File: src/inc/aoc_pkg.sv
package aoc_pkg;
    localparam int AXI_ADDR_W = 12;
    localparam int IDX_W = 10;
    // Register indices; byte address is four times the index.
    localparam logic [9:0] IDX_CTRL_A = 10'h3D6;
    localparam logic [9:0] IDX_CTRL_B = 10'h3D7;
    localparam logic [9:0] IDX_CTRL_C = 10'h3D8;
    localparam logic [9:0] IDX_STATUS = 10'h3D9;
    localparam logic [9:0] IDX_MASK = 10'h3DA;
    localparam logic [9:0] IDX_RES_BASE = 10'h3C0;
    // Control A fields.
    localparam int A_CHAN_LSB = 0;
    localparam int A_MODE_LSB = 3;
    localparam int A_TRIG_BIT = 5;
    localparam int A_GO_BIT = 6;
    // Control B fields.
    localparam int B_EXTRA_BIT = 2;
    localparam int B_NOSTORE_BIT = 3;
    localparam int B_STBY_BIT = 5;
    localparam int B_EXT_LSB = 6;
    // Control C fields.
    localparam int C_BANK_LSB = 0;
    // Status and mask fields.
    localparam int ST_DONE_BIT = 0;
    localparam int ST_ABORT_BIT = 1;
    localparam int ST_W = 2;
    // Values after reset.
    localparam logic [7:0] CTRL_A_RST = 8'h00;
    localparam logic [7:0] CTRL_B_RST = 8'h00;
    localparam logic [7:0] CTRL_C_RST = 8'h00;
    localparam logic [1:0] ST_RST = 2'h0;
    localparam logic [1:0] MODE_ONE_SHOT = 2'h0;
    localparam logic [1:0] EXT_NONE = 2'h0;
    localparam logic [1:0] EXT_IN0 = 2'h1;
    localparam logic [1:0] EXT_IN1 = 2'h2;
    localparam logic TRIG_IDLE = 1'b1;
    // Converter clock cycles per conversion.
    localparam int CONV_CYCLES = 43;
    localparam logic [1:0] RESP_OKAY = 2'h0;
    localparam logic [1:0] RESP_SLVERR = 2'h2;
endpackage
File: src/core/aoc_top.sv
`timescale 1ns/1ps
module aoc_top
    import aoc_pkg::*;
#(
    parameter int RES_W = 10
) (
    input wire logic clk_sys,
    input wire logic rst,
    input wire logic [AXI_ADDR_W-1:0] s_axi_awaddr,
    input wire logic s_axi_awvalid,
    output logic s_axi_awready,
    input wire logic [31:0] s_axi_wdata,
    input wire logic [3:0] s_axi_wstrb,
    input wire logic s_axi_wvalid,
    output logic s_axi_wready,
    output logic [1:0] s_axi_bresp,
    output logic s_axi_bvalid,
    input wire logic s_axi_bready,
    input wire logic [AXI_ADDR_W-1:0] s_axi_araddr,
    input wire logic s_axi_arvalid,
    output logic s_axi_arready,
    output logic [31:0] s_axi_rdata,
    output logic [1:0] s_axi_rresp,
    output logic s_axi_rvalid,
    input wire logic s_axi_rready,
    input wire logic externalTriggerPin,
    input wire logic [RES_W-1:0] convResult,
    output logic convActive,
    output logic [2:0] inputChan,
    output logic [1:0] inputBank,
    output logic [1:0] inputExt,
    output logic irq
);
    localparam int CNT_W = $clog2(CONV_CYCLES);
    localparam logic [CNT_W-1:0] CNT_LAST = CNT_W'(CONV_CYCLES - 1);

    function automatic logic [2:0] resultIdx(input logic [2:0] chan, input logic [1:0] ext);
        logic [2:0] idx;
        idx = chan;
        if (ext == EXT_IN0) begin
            idx = 3'h0;
        end else if (ext == EXT_IN1) begin
            idx = 3'h1;
        end
        return idx;
    endfunction

    ////////////////////////////////////////////////////////////////////////////////
    logic awHeld_reg, wHeld_reg, bvalid_reg, rvalid_reg;
    logic [IDX_W-1:0] awIdx_reg;
    logic [7:0] wData_reg;
    logic wLane0_reg;
    logic [31:0] rdata_reg;
    logic [1:0] bresp_reg, rresp_reg;
    logic [7:0] ctrlA_reg, ctrlB_reg, ctrlC_reg;
    logic [ST_W-1:0] status_reg, mask_reg;
    logic busy_reg;
    logic [CNT_W-1:0] cnt_reg;
    logic [2:0] resIdx_reg, selChan_reg;
    logic [1:0] selBank_reg, selExt_reg;
    logic trigMeta_reg, trigSync_reg, trigPrev_reg;
    logic [RES_W-1:0] results_reg [8];

    wire doWrite = awHeld_reg & wHeld_reg & ~bvalid_reg;
    wire wrA = doWrite & wLane0_reg & (awIdx_reg == IDX_CTRL_A);
    wire wrB = doWrite & wLane0_reg & (awIdx_reg == IDX_CTRL_B);
    wire wrC = doWrite & wLane0_reg & (awIdx_reg == IDX_CTRL_C);
    wire wrSt = doWrite & wLane0_reg & (awIdx_reg == IDX_STATUS);
    wire wrMk = doWrite & wLane0_reg & (awIdx_reg == IDX_MASK);
    wire wrRes = awIdx_reg[IDX_W-1:3] == IDX_RES_BASE[IDX_W-1:3];
    wire wrMapped = (awIdx_reg == IDX_CTRL_A) | (awIdx_reg == IDX_CTRL_B)
        | (awIdx_reg == IDX_CTRL_C) | (awIdx_reg == IDX_STATUS) | (awIdx_reg == IDX_MASK)
        | wrRes;

    assign s_axi_awready = ~awHeld_reg;
    assign s_axi_wready = ~wHeld_reg;
    assign s_axi_arready = ~rvalid_reg;
    assign s_axi_bvalid = bvalid_reg;
    assign s_axi_bresp = bresp_reg;
    assign s_axi_rvalid = rvalid_reg;
    assign s_axi_rdata = rdata_reg;
    assign s_axi_rresp = rresp_reg;

    always_ff @(posedge clk_sys or posedge rst) begin
        if (rst) begin
            awHeld_reg <= 1'b0;
            wHeld_reg <= 1'b0;
            bvalid_reg <= 1'b0;
            awIdx_reg <= '0;
            wData_reg <= 8'h00;
            wLane0_reg <= 1'b0;
            bresp_reg <= RESP_OKAY;
        end else begin
            if (s_axi_awvalid & ~awHeld_reg) begin
                awHeld_reg <= 1'b1;
                awIdx_reg <= s_axi_awaddr[AXI_ADDR_W-1:2];
            end else if (doWrite) begin
                awHeld_reg <= 1'b0;
            end
            if (s_axi_wvalid & ~wHeld_reg) begin
                wHeld_reg <= 1'b1;
                wData_reg <= s_axi_wdata[7:0];
                wLane0_reg <= s_axi_wstrb[0];
            end else if (doWrite) begin
                wHeld_reg <= 1'b0;
            end
            if (doWrite) begin
                bvalid_reg <= 1'b1;
                bresp_reg <= wrMapped ? RESP_OKAY : RESP_SLVERR;
            end else if (s_axi_bready) begin
                bvalid_reg <= 1'b0;
            end
        end
    end

    ////////////////////////////////////////////////////////////////////////////////
    // Register read path; the sweep bits read back but steer nothing.
    wire [IDX_W-1:0] arIdx = s_axi_araddr[AXI_ADDR_W-1:2];
    wire rdRes = arIdx[IDX_W-1:3] == IDX_RES_BASE[IDX_W-1:3];
    wire [7:0] ctrlBRead = ctrlB_reg & ~(8'h01 << B_NOSTORE_BIT);
    wire [31:0] rdMux =
        (arIdx == IDX_CTRL_A) ? {24'h000000, ctrlA_reg} :
        (arIdx == IDX_CTRL_B) ? {24'h000000, ctrlBRead} :
        (arIdx == IDX_CTRL_C) ? {24'h000000, ctrlC_reg} :
        (arIdx == IDX_STATUS) ? {30'h00000000, status_reg} :
        (arIdx == IDX_MASK) ? {30'h00000000, mask_reg} :
        rdRes ? {{(32-RES_W){1'b0}}, results_reg[arIdx[2:0]]} : 32'h00000000;
    wire rdMapped = (arIdx == IDX_CTRL_A) | (arIdx == IDX_CTRL_B) | (arIdx == IDX_CTRL_C)
        | (arIdx == IDX_STATUS) | (arIdx == IDX_MASK) | rdRes;

    always_ff @(posedge clk_sys or posedge rst) begin
        if (rst) begin
            rvalid_reg <= 1'b0;
            rdata_reg <= 32'h00000000;
            rresp_reg <= RESP_OKAY;
        end else if (s_axi_arvalid & ~rvalid_reg) begin
            rvalid_reg <= 1'b1;
            rdata_reg <= rdMux;
            rresp_reg <= rdMapped ? RESP_OKAY : RESP_SLVERR;
        end else if (s_axi_rready) begin
            rvalid_reg <= 1'b0;
        end
    end

    ////////////////////////////////////////////////////////////////////////////////
    // The pin is sampled twice before the edge detector sees it.
    always_ff @(posedge clk_sys or posedge rst) begin
        if (rst) begin
            trigMeta_reg <= TRIG_IDLE;
            trigSync_reg <= TRIG_IDLE;
            trigPrev_reg <= TRIG_IDLE;
        end else begin
            trigMeta_reg <= externalTriggerPin;
            trigSync_reg <= trigMeta_reg;
            trigPrev_reg <= trigSync_reg;
        end
    end
    wire trigFall = trigPrev_reg & ~trigSync_reg;

    ////////////////////////////////////////////////////////////////////////////////
    wire swGoSet = wrA & wData_reg[A_GO_BIT];
    wire swGoClr = wrA & ~wData_reg[A_GO_BIT];
    wire [7:0] ctrlAWr = wrA ? wData_reg : ctrlA_reg;
    // Conversions run only in one-shot mode with the converter enabled.
    wire modeOk = (ctrlAWr[A_MODE_LSB+:2] == MODE_ONE_SHOT) & ~ctrlB_reg[B_EXTRA_BIT]
        & ctrlB_reg[B_STBY_BIT];
    wire startSw = swGoSet & ~ctrlAWr[A_TRIG_BIT] & modeOk;
    wire startTrig = ctrlA_reg[A_GO_BIT] & ctrlA_reg[A_TRIG_BIT] & trigFall
        & modeOk & ~swGoClr;
    wire start = startSw | startTrig;
    wire done = busy_reg & (cnt_reg == '0) & ~start;
    wire abort = busy_reg & swGoClr;
    // A software set in the completion cycle wins over the self clear.
    wire goNext = swGoSet | (ctrlA_reg[A_GO_BIT] & ~swGoClr & ~done);
    wire [7:0] ctrlANext = {ctrlAWr[7], goNext, ctrlAWr[5:0]};
    wire [2:0] chanNext = ctrlAWr[A_CHAN_LSB+:3];
    wire [1:0] extNext = ctrlB_reg[B_EXT_LSB+:2];
    wire [ST_W-1:0] stEvents = {abort, done};
    wire [ST_W-1:0] stClear = wrSt ? wData_reg[ST_W-1:0] : '0;

    always_ff @(posedge clk_sys or posedge rst) begin
        if (rst) begin
            ctrlA_reg <= CTRL_A_RST;
            ctrlB_reg <= CTRL_B_RST;
            ctrlC_reg <= CTRL_C_RST;
            status_reg <= ST_RST;
            mask_reg <= ST_RST;
        end else begin
            ctrlA_reg <= ctrlANext;
            if (wrB) begin
                ctrlB_reg <= wData_reg & ~(8'h01 << B_NOSTORE_BIT);
            end
            if (wrC) begin
                ctrlC_reg <= wData_reg;
            end
            status_reg <= (status_reg & ~stClear) | stEvents;
            if (wrMk) begin
                mask_reg <= wData_reg[ST_W-1:0];
            end
        end
    end

    // A restart reloads the count, so a retriggered conversion still runs full length.
    always_ff @(posedge clk_sys or posedge rst) begin
        if (rst) begin
            busy_reg <= 1'b0;
            cnt_reg <= '0;
            selChan_reg <= 3'h0;
            selBank_reg <= 2'h0;
            selExt_reg <= EXT_NONE;
            resIdx_reg <= 3'h0;
        end else if (start) begin
            busy_reg <= 1'b1;
            cnt_reg <= CNT_LAST;
            selChan_reg <= chanNext;
            selBank_reg <= ctrlC_reg[C_BANK_LSB+:2];
            selExt_reg <= extNext;
            resIdx_reg <= resultIdx(chanNext, extNext);
        end else if (done | abort) begin
            busy_reg <= 1'b0;
        end else if (busy_reg) begin
            cnt_reg <= cnt_reg - CNT_W'(1);
        end
    end

    for (genvar i = 0; i < 8; i++) begin : g_res
        always_ff @(posedge clk_sys or posedge rst) begin
            if (rst) begin
                results_reg[i] <= '0;
            end else if (done & (resIdx_reg == 3'(i))) begin
                results_reg[i] <= convResult;
            end
        end
    end

    assign convActive = busy_reg;
    assign inputChan = selChan_reg;
    assign inputBank = selBank_reg;
    assign inputExt = selExt_reg;
    assign irq = |(status_reg & mask_reg);

    ////////////////////////////////////////////////////////////////////////////////
    // Helper count for the length check; a restart clears it, so a retrigger is measured whole.
    localparam int CONV_LEN = CONV_CYCLES - 1;
    logic [7:0] lenCnt_reg;
    always_ff @(posedge clk_sys or posedge rst) begin
        if (rst) begin
            lenCnt_reg <= 8'h00;
        end else if (start) begin
            lenCnt_reg <= 8'h00;
        end else if (busy_reg) begin
            lenCnt_reg <= lenCnt_reg + 8'h01;
        end
    end

    a_conv_length: assert property (@(posedge clk_sys) disable iff (rst)
        done |-> lenCnt_reg == 8'(CONV_LEN))
        else $error("Conversion ended before its full cycle count.");
    a_sw_start: assert property (@(posedge clk_sys) disable iff (rst)
        startSw |=> busy_reg && cnt_reg == CNT_LAST)
        else $error("Software start did not begin a conversion.");
    a_trig_cause: assert property (@(posedge clk_sys) disable iff (rst)
        $rose(busy_reg) && !$past(swGoSet) |-> $past(trigFall) && $past(ctrlA_reg[A_GO_BIT]))
        else $error("Conversion began without an armed trigger edge.");
    a_go_self_clear: assert property (@(posedge clk_sys) disable iff (rst)
        done && !swGoSet |=> !ctrlA_reg[A_GO_BIT] && !busy_reg)
        else $error("Go flag not cleared on completion.");
    a_abort_stops: assert property (@(posedge clk_sys) disable iff (rst)
        abort |=> !busy_reg ##1 !busy_reg || $past(start))
        else $error("Abort did not stop the conversion.");
    a_one_shot_stop: assert property (@(posedge clk_sys) disable iff (rst)
        done ##1 (!start)[*3] |-> !busy_reg)
        else $error("Converter kept running after one conversion.");
    a_done_irq: assert property (@(posedge clk_sys) disable iff (rst)
        done && mask_reg[ST_DONE_BIT] |=> irq && status_reg[ST_DONE_BIT])
        else $error("Completion did not raise the interrupt.");
    a_result_store: assert property (@(posedge clk_sys) disable iff (rst)
        done |=> results_reg[$past(resIdx_reg)] == $past(convResult))
        else $error("Result not stored in the matching register.");
    a_input_select: assert property (@(posedge clk_sys) disable iff (rst)
        start |=> inputChan == $past(chanNext) && inputBank == $past(ctrlC_reg[1:0]))
        else $error("Selected input does not follow the control fields.");
    a_retrigger: assert property (@(posedge clk_sys) disable iff (rst)
        busy_reg && startTrig |=> busy_reg && cnt_reg == CNT_LAST)
        else $error("Trigger edge did not restart the conversion.");
    a_sync_edge: assert property (@(posedge clk_sys) disable iff (rst)
        trigFall |-> !$past(externalTriggerPin, 2) && $past(externalTriggerPin, 3))
        else $error("Trigger edge not derived from two synchronised samples.");
    a_ext_select: assert property (@(posedge clk_sys) disable iff (rst)
        start |=> inputExt == $past(extNext))
        else $error("Extended input selection not latched at start.");
    a_ext_result: assert property (@(posedge clk_sys) disable iff (rst)
        busy_reg && (selExt_reg == EXT_IN0 || selExt_reg == EXT_IN1)
            |-> resIdx_reg == {2'h0, selExt_reg[1]})
        else $error("Extended input result routed to the wrong register.");
    a_prim_result: assert property (@(posedge clk_sys) disable iff (rst)
        busy_reg && selExt_reg == EXT_NONE |-> resIdx_reg == selChan_reg)
        else $error("Primary input result routed to the wrong register.");
    a_select_hold: assert property (@(posedge clk_sys) disable iff (rst)
        busy_reg && !start |=> $stable(inputChan) && $stable(inputBank))
        else $error("Input selection changed during a conversion.");
    a_mode_gate: assert property (@(posedge clk_sys) disable iff (rst)
        $rose(busy_reg) |-> ctrlA_reg[A_MODE_LSB+:2] == MODE_ONE_SHOT
            && $past(ctrlB_reg[B_STBY_BIT]) && !$past(ctrlB_reg[B_EXTRA_BIT]))
        else $error("Conversion began outside enabled one-shot mode.");
    a_idle_hold: assert property (@(posedge clk_sys) disable iff (rst)
        !busy_reg && !start |=> !busy_reg)
        else $error("Converter started with no start condition.");
    a_nostore_read: assert property (@(posedge clk_sys) disable iff (rst)
        s_axi_arvalid && s_axi_arready && arIdx == IDX_CTRL_B
            |=> !s_axi_rdata[B_NOSTORE_BIT])
        else $error("Bit without storage read back as one.");
    a_irq_clear: assert property (@(posedge clk_sys) disable iff (rst)
        wrSt && wData_reg[ST_DONE_BIT] && !done |=> !status_reg[ST_DONE_BIT])
        else $error("Done status not cleared by a write of one.");
    a_abort_flag: assert property (@(posedge clk_sys) disable iff (rst)
        abort |=> status_reg[ST_ABORT_BIT] && !ctrlA_reg[A_GO_BIT])
        else $error("Abort did not flag status and clear the go flag.");


    c_sw_conv: cover property (@(posedge clk_sys) disable iff (rst) startSw ##[1:60] done);
    c_trig_conv: cover property (@(posedge clk_sys) disable iff (rst) startTrig ##[1:60] done);
    c_abort: cover property (@(posedge clk_sys) disable iff (rst) abort);
    c_retrig: cover property (@(posedge clk_sys) disable iff (rst) busy_reg && startTrig);
    c_ext_conv: cover property (@(posedge clk_sys) disable iff (rst) start && extNext != EXT_NONE);
endmodule

File: config.mk
export PLATFORM = sky130hd
export DESIGN_NAME = aoc_top
export DESIGN_NICKNAME = d
export VERILOG_FILES = /design/src/inc/aoc_pkg.sv /design/src/core/aoc_top.sv
export SDC_FILE = /design/constraint.sdc
export NUM_CORES = 1
export LEC_CHECK = 0
export BUFFER_PORTS_ARGS = -buffer_cell sky130_fd_sc_hd__buf_4
export CORE_MARGIN = 10
export CORE_UTILIZATION = 61
export CTS_CLUSTER_DIAMETER = 60
export CTS_CLUSTER_SIZE = 12
export DETAILED_ROUTE_END_ITERATION = 10
export PLACE_DENSITY = 0.88
export SKIP_CTS_REPAIR_TIMING = 1
export SYNTH_ARGS = -nofsm -noshare
export SYNTH_HDL_FRONTEND = slang
export SYNTH_SLANG_ARGS = --single-unit
File: constraint.sdc
create_clock -name clk_sys -period 14 [get_ports clk_sys]
set_clock_uncertainty 0.05 [all_clocks]
set_input_delay 0.7 -clock clk_sys [delete_from_list [all_inputs] [get_ports clk_sys]]
set_output_delay 0.7 -clock clk_sys [all_outputs]
set_load 0.02 [all_outputs]
==> flow_summary.yaml <==
run_status:
  status: "finished clean"
clock_network:
  clk_pin_slew_ns: 0.06
  clock-sinks: 162
  htree_levels: 4
  cts_max_path_buffers: 2
  worstSkewPairLatency_ns: 0.42
  cts-root-buf: "clkbuf_16"
  cts_buffers: 17
  cts_tree: "built"
power_and_ir_drop:
  p_comb_share_pct: 13.4
  p_sw_share_pct: 26.7
  p_per_area_mw_per_mm2: 139
  p_int_mw: 0.901
  p_total_mw: 1.23
  net-switching-power_mw: 0.329
  p_leak_nw: 4.24
  seq_power_share_pct: 46.3
  clock_power_share_pct: 40.3
  peakVddDrop_v: 0.0000818
place:
  dpl_cell_area_mm2: 0.00820
  post-place-ws_ns: 11.06
  io_buffers: 72
  dpl.hpwl_um: 11700
  place.gp.congestion: 0.844
  dp_cells: 789
grt:
  grt_pass1_wl_um: 31200
  grt_use_total_pct: 22.4
  grt_pass1_vias: 5667
  grt-busiest-layer: "met2"
  met1_usage_pct: 26.2
  met2_usage_pct: 37.6
  use_met3_pct: 6.82
  antenna_found_initial: 0
  overflow: 0
  grt_max_degree: 109
timing:
  slew_headroom_pct: 4.89
  tightest_slew_ns: 1.41
  slew_viol_final: 0
  max_clock_freq_mhz: 326
  fin_crit_sh_pct: 21.9
  rsz0062_at_grt: "false"
  setup_violations: 0
  fin_crit_ns: 3.07
  worst_slack_ns: 10.93
  hold_slack_ns: 0.310
  hold_viol: 0
  fin_tns_setup_ns: 0
die:
  io_pins: 128
  die_w_um: 132
  initial_core_util_pct: 62.7
  core_mm2: 0.0121
  die_h_um: 132
  die-area_mm2: 0.0173
  num_rows: 40
setup_path:
  worstPathMaxFanout: 12
  end_kind: "flop"
  cp.arrival_ns: 3.32
  r2r_setup_slack_ns: 10.93
  worstSetupStartpointType: "flop"
  required_ns: 14.25
  r2r-end: "results_reg[66]"
  reg2reg_depth: 6
  timing.rr.start: "awIdx_reg[1]"
  critical_path_class: "reg -> reg"
logic_synthesis:
  synthCells: 566
  syn-cell-area_mm2: 0.00759
  avgSynthCellArea_um2: 13.4
  ys.flop_type: "dfrtp_1"
  synth_cell_types: 61
  yosysWarnings: 0
  synth-edff-count: 0
  seq_area_frac_synth_pct: 53.4
  ys_ff_latch: 162
  postSynth.asyncResetShare_pct: 100
final_layout:
  n_antenna_cell: 0
  drive_gt1_share_pct: 41.8
  syn2layout_area_growth_pct: 16.3
  layout_commonest_cell: "dfrtp_1"
  layout_common_cells: "dfrtp_1, mux2_2, buf_4"
  final_util_pct: 73.0
  largest_reg_flops: 80
  fin_cells: 821
  nNetsFinal: 719
  final_area_mm2: 0.00884
routing:
  routedWlPerCell_um: 23.0
  finalWirelength_um: 18800
  antenna_left: 0
  first_pass_iters: 5
  drcViolationCount: 0
  vias: 5135
  drtIter0Drc: 513
  viasPerCell: 6.25
min_path:
  whs_endpoint: "trigSync_reg"
  hold_class: "reg -> reg"
  hold_path.startpoint: "trigMeta_reg"
  holdPathStages: 0
run:
  maxCapViolations: 0
-- cell usage after synthesis (3+ instances only) --
library cell,n,area [um^2]
o31ai_1,5,37.5
and3_1,3,18.8
nand3_1,3,15.0
nand3b_1,3,22.5
or4_1,4,30.0
dfstp_2,3,78.8
nor2b_1,3,18.8
dfrtp_1,159,3980
mux4_2,20,450
o21ai_0,17,85.1
inv_1,15,56.3
a21oi_1,9,45.0
mux2i_1,13,130
nor3_1,9,45.0
mux2_2,101,1140
nor2_1,27,101
buf_4,24,180
nor4_1,3,18.8
clkbuf_1,10,37.5
nand2_1,42,158
mux2_4,21,315
or3_1,3,18.8
a22o_1,8,70.1
buf_2,6,30.0
a211oi_1,6,45.0
-- critical path, stage by stage (launching register included) --
cell,delay (ns)
dfrtp_1,0.49
nand4b_1,0.29
or4_4,0.61
o21a_4,0.28
o21ai_4,0.24
or3_1,0.57
mux2_2,0.43
-- worst max path at each step --
stage | start | to | slack [ns]
after floorplan | rst | awHeld_reg | 8.88
after global placement | s_axi_bvalid | results_reg[67] | 11.13
after detailed placement | s_axi_bvalid | results_reg[69] | 11.06
after CTS | s_axi_bvalid | results_reg[66] | 10.98
after global routing | awIdx_reg[1] | results_reg[60] | 10.88
final | awIdx_reg[1] | results_reg[66] | 10.93
-- kinds of logic (layout without fill, tap and decap cells) --
kind of cell	after synthesis	in the layout	synth area share [%]
mux	155	155	26.8
other cells	1	24	0.0494
simple gates	125	125	9.31
flops	162	162	53.4
fa+ha+maj	2	2	0.297
compound gates	59	59	5.45
xor+xnor	2	2	0.231
buf+inv	60	124	4.46
-- routing by layer --
layer  up-vias  routed length [um]
met5         -                   0
met4         0                 591
met3        51                1520
met2       261                9540
met1      2667                7200
li1       2156                   -
-- power by group through the flow --
stage | Clock (mW) | Combinational, mW | Sequential (mW)
2_1_floorplan | 0 | 0.111 | 0.564
3_3_place_gp | 0 | 0.154 | 0.567
3_5_place_dp | 0 | 0.161 | 0.572
4_1_cts | 0.499 | 0.166 | 0.567
5_1_grt | 0.521 | 0.180 | 0.574
6_report | 0.496 | 0.165 | 0.569
-- final cells by class --
cell class	count	area [um^2]
sequential	162	4060
multi-input combinational	367	3300
timing repair buffer	77	578
clock buffer	23	478
tap	168	210
inverter	15	61.3
clock inverter	9	155
fill	738	3280
Power figures use the tool's default switching activity.
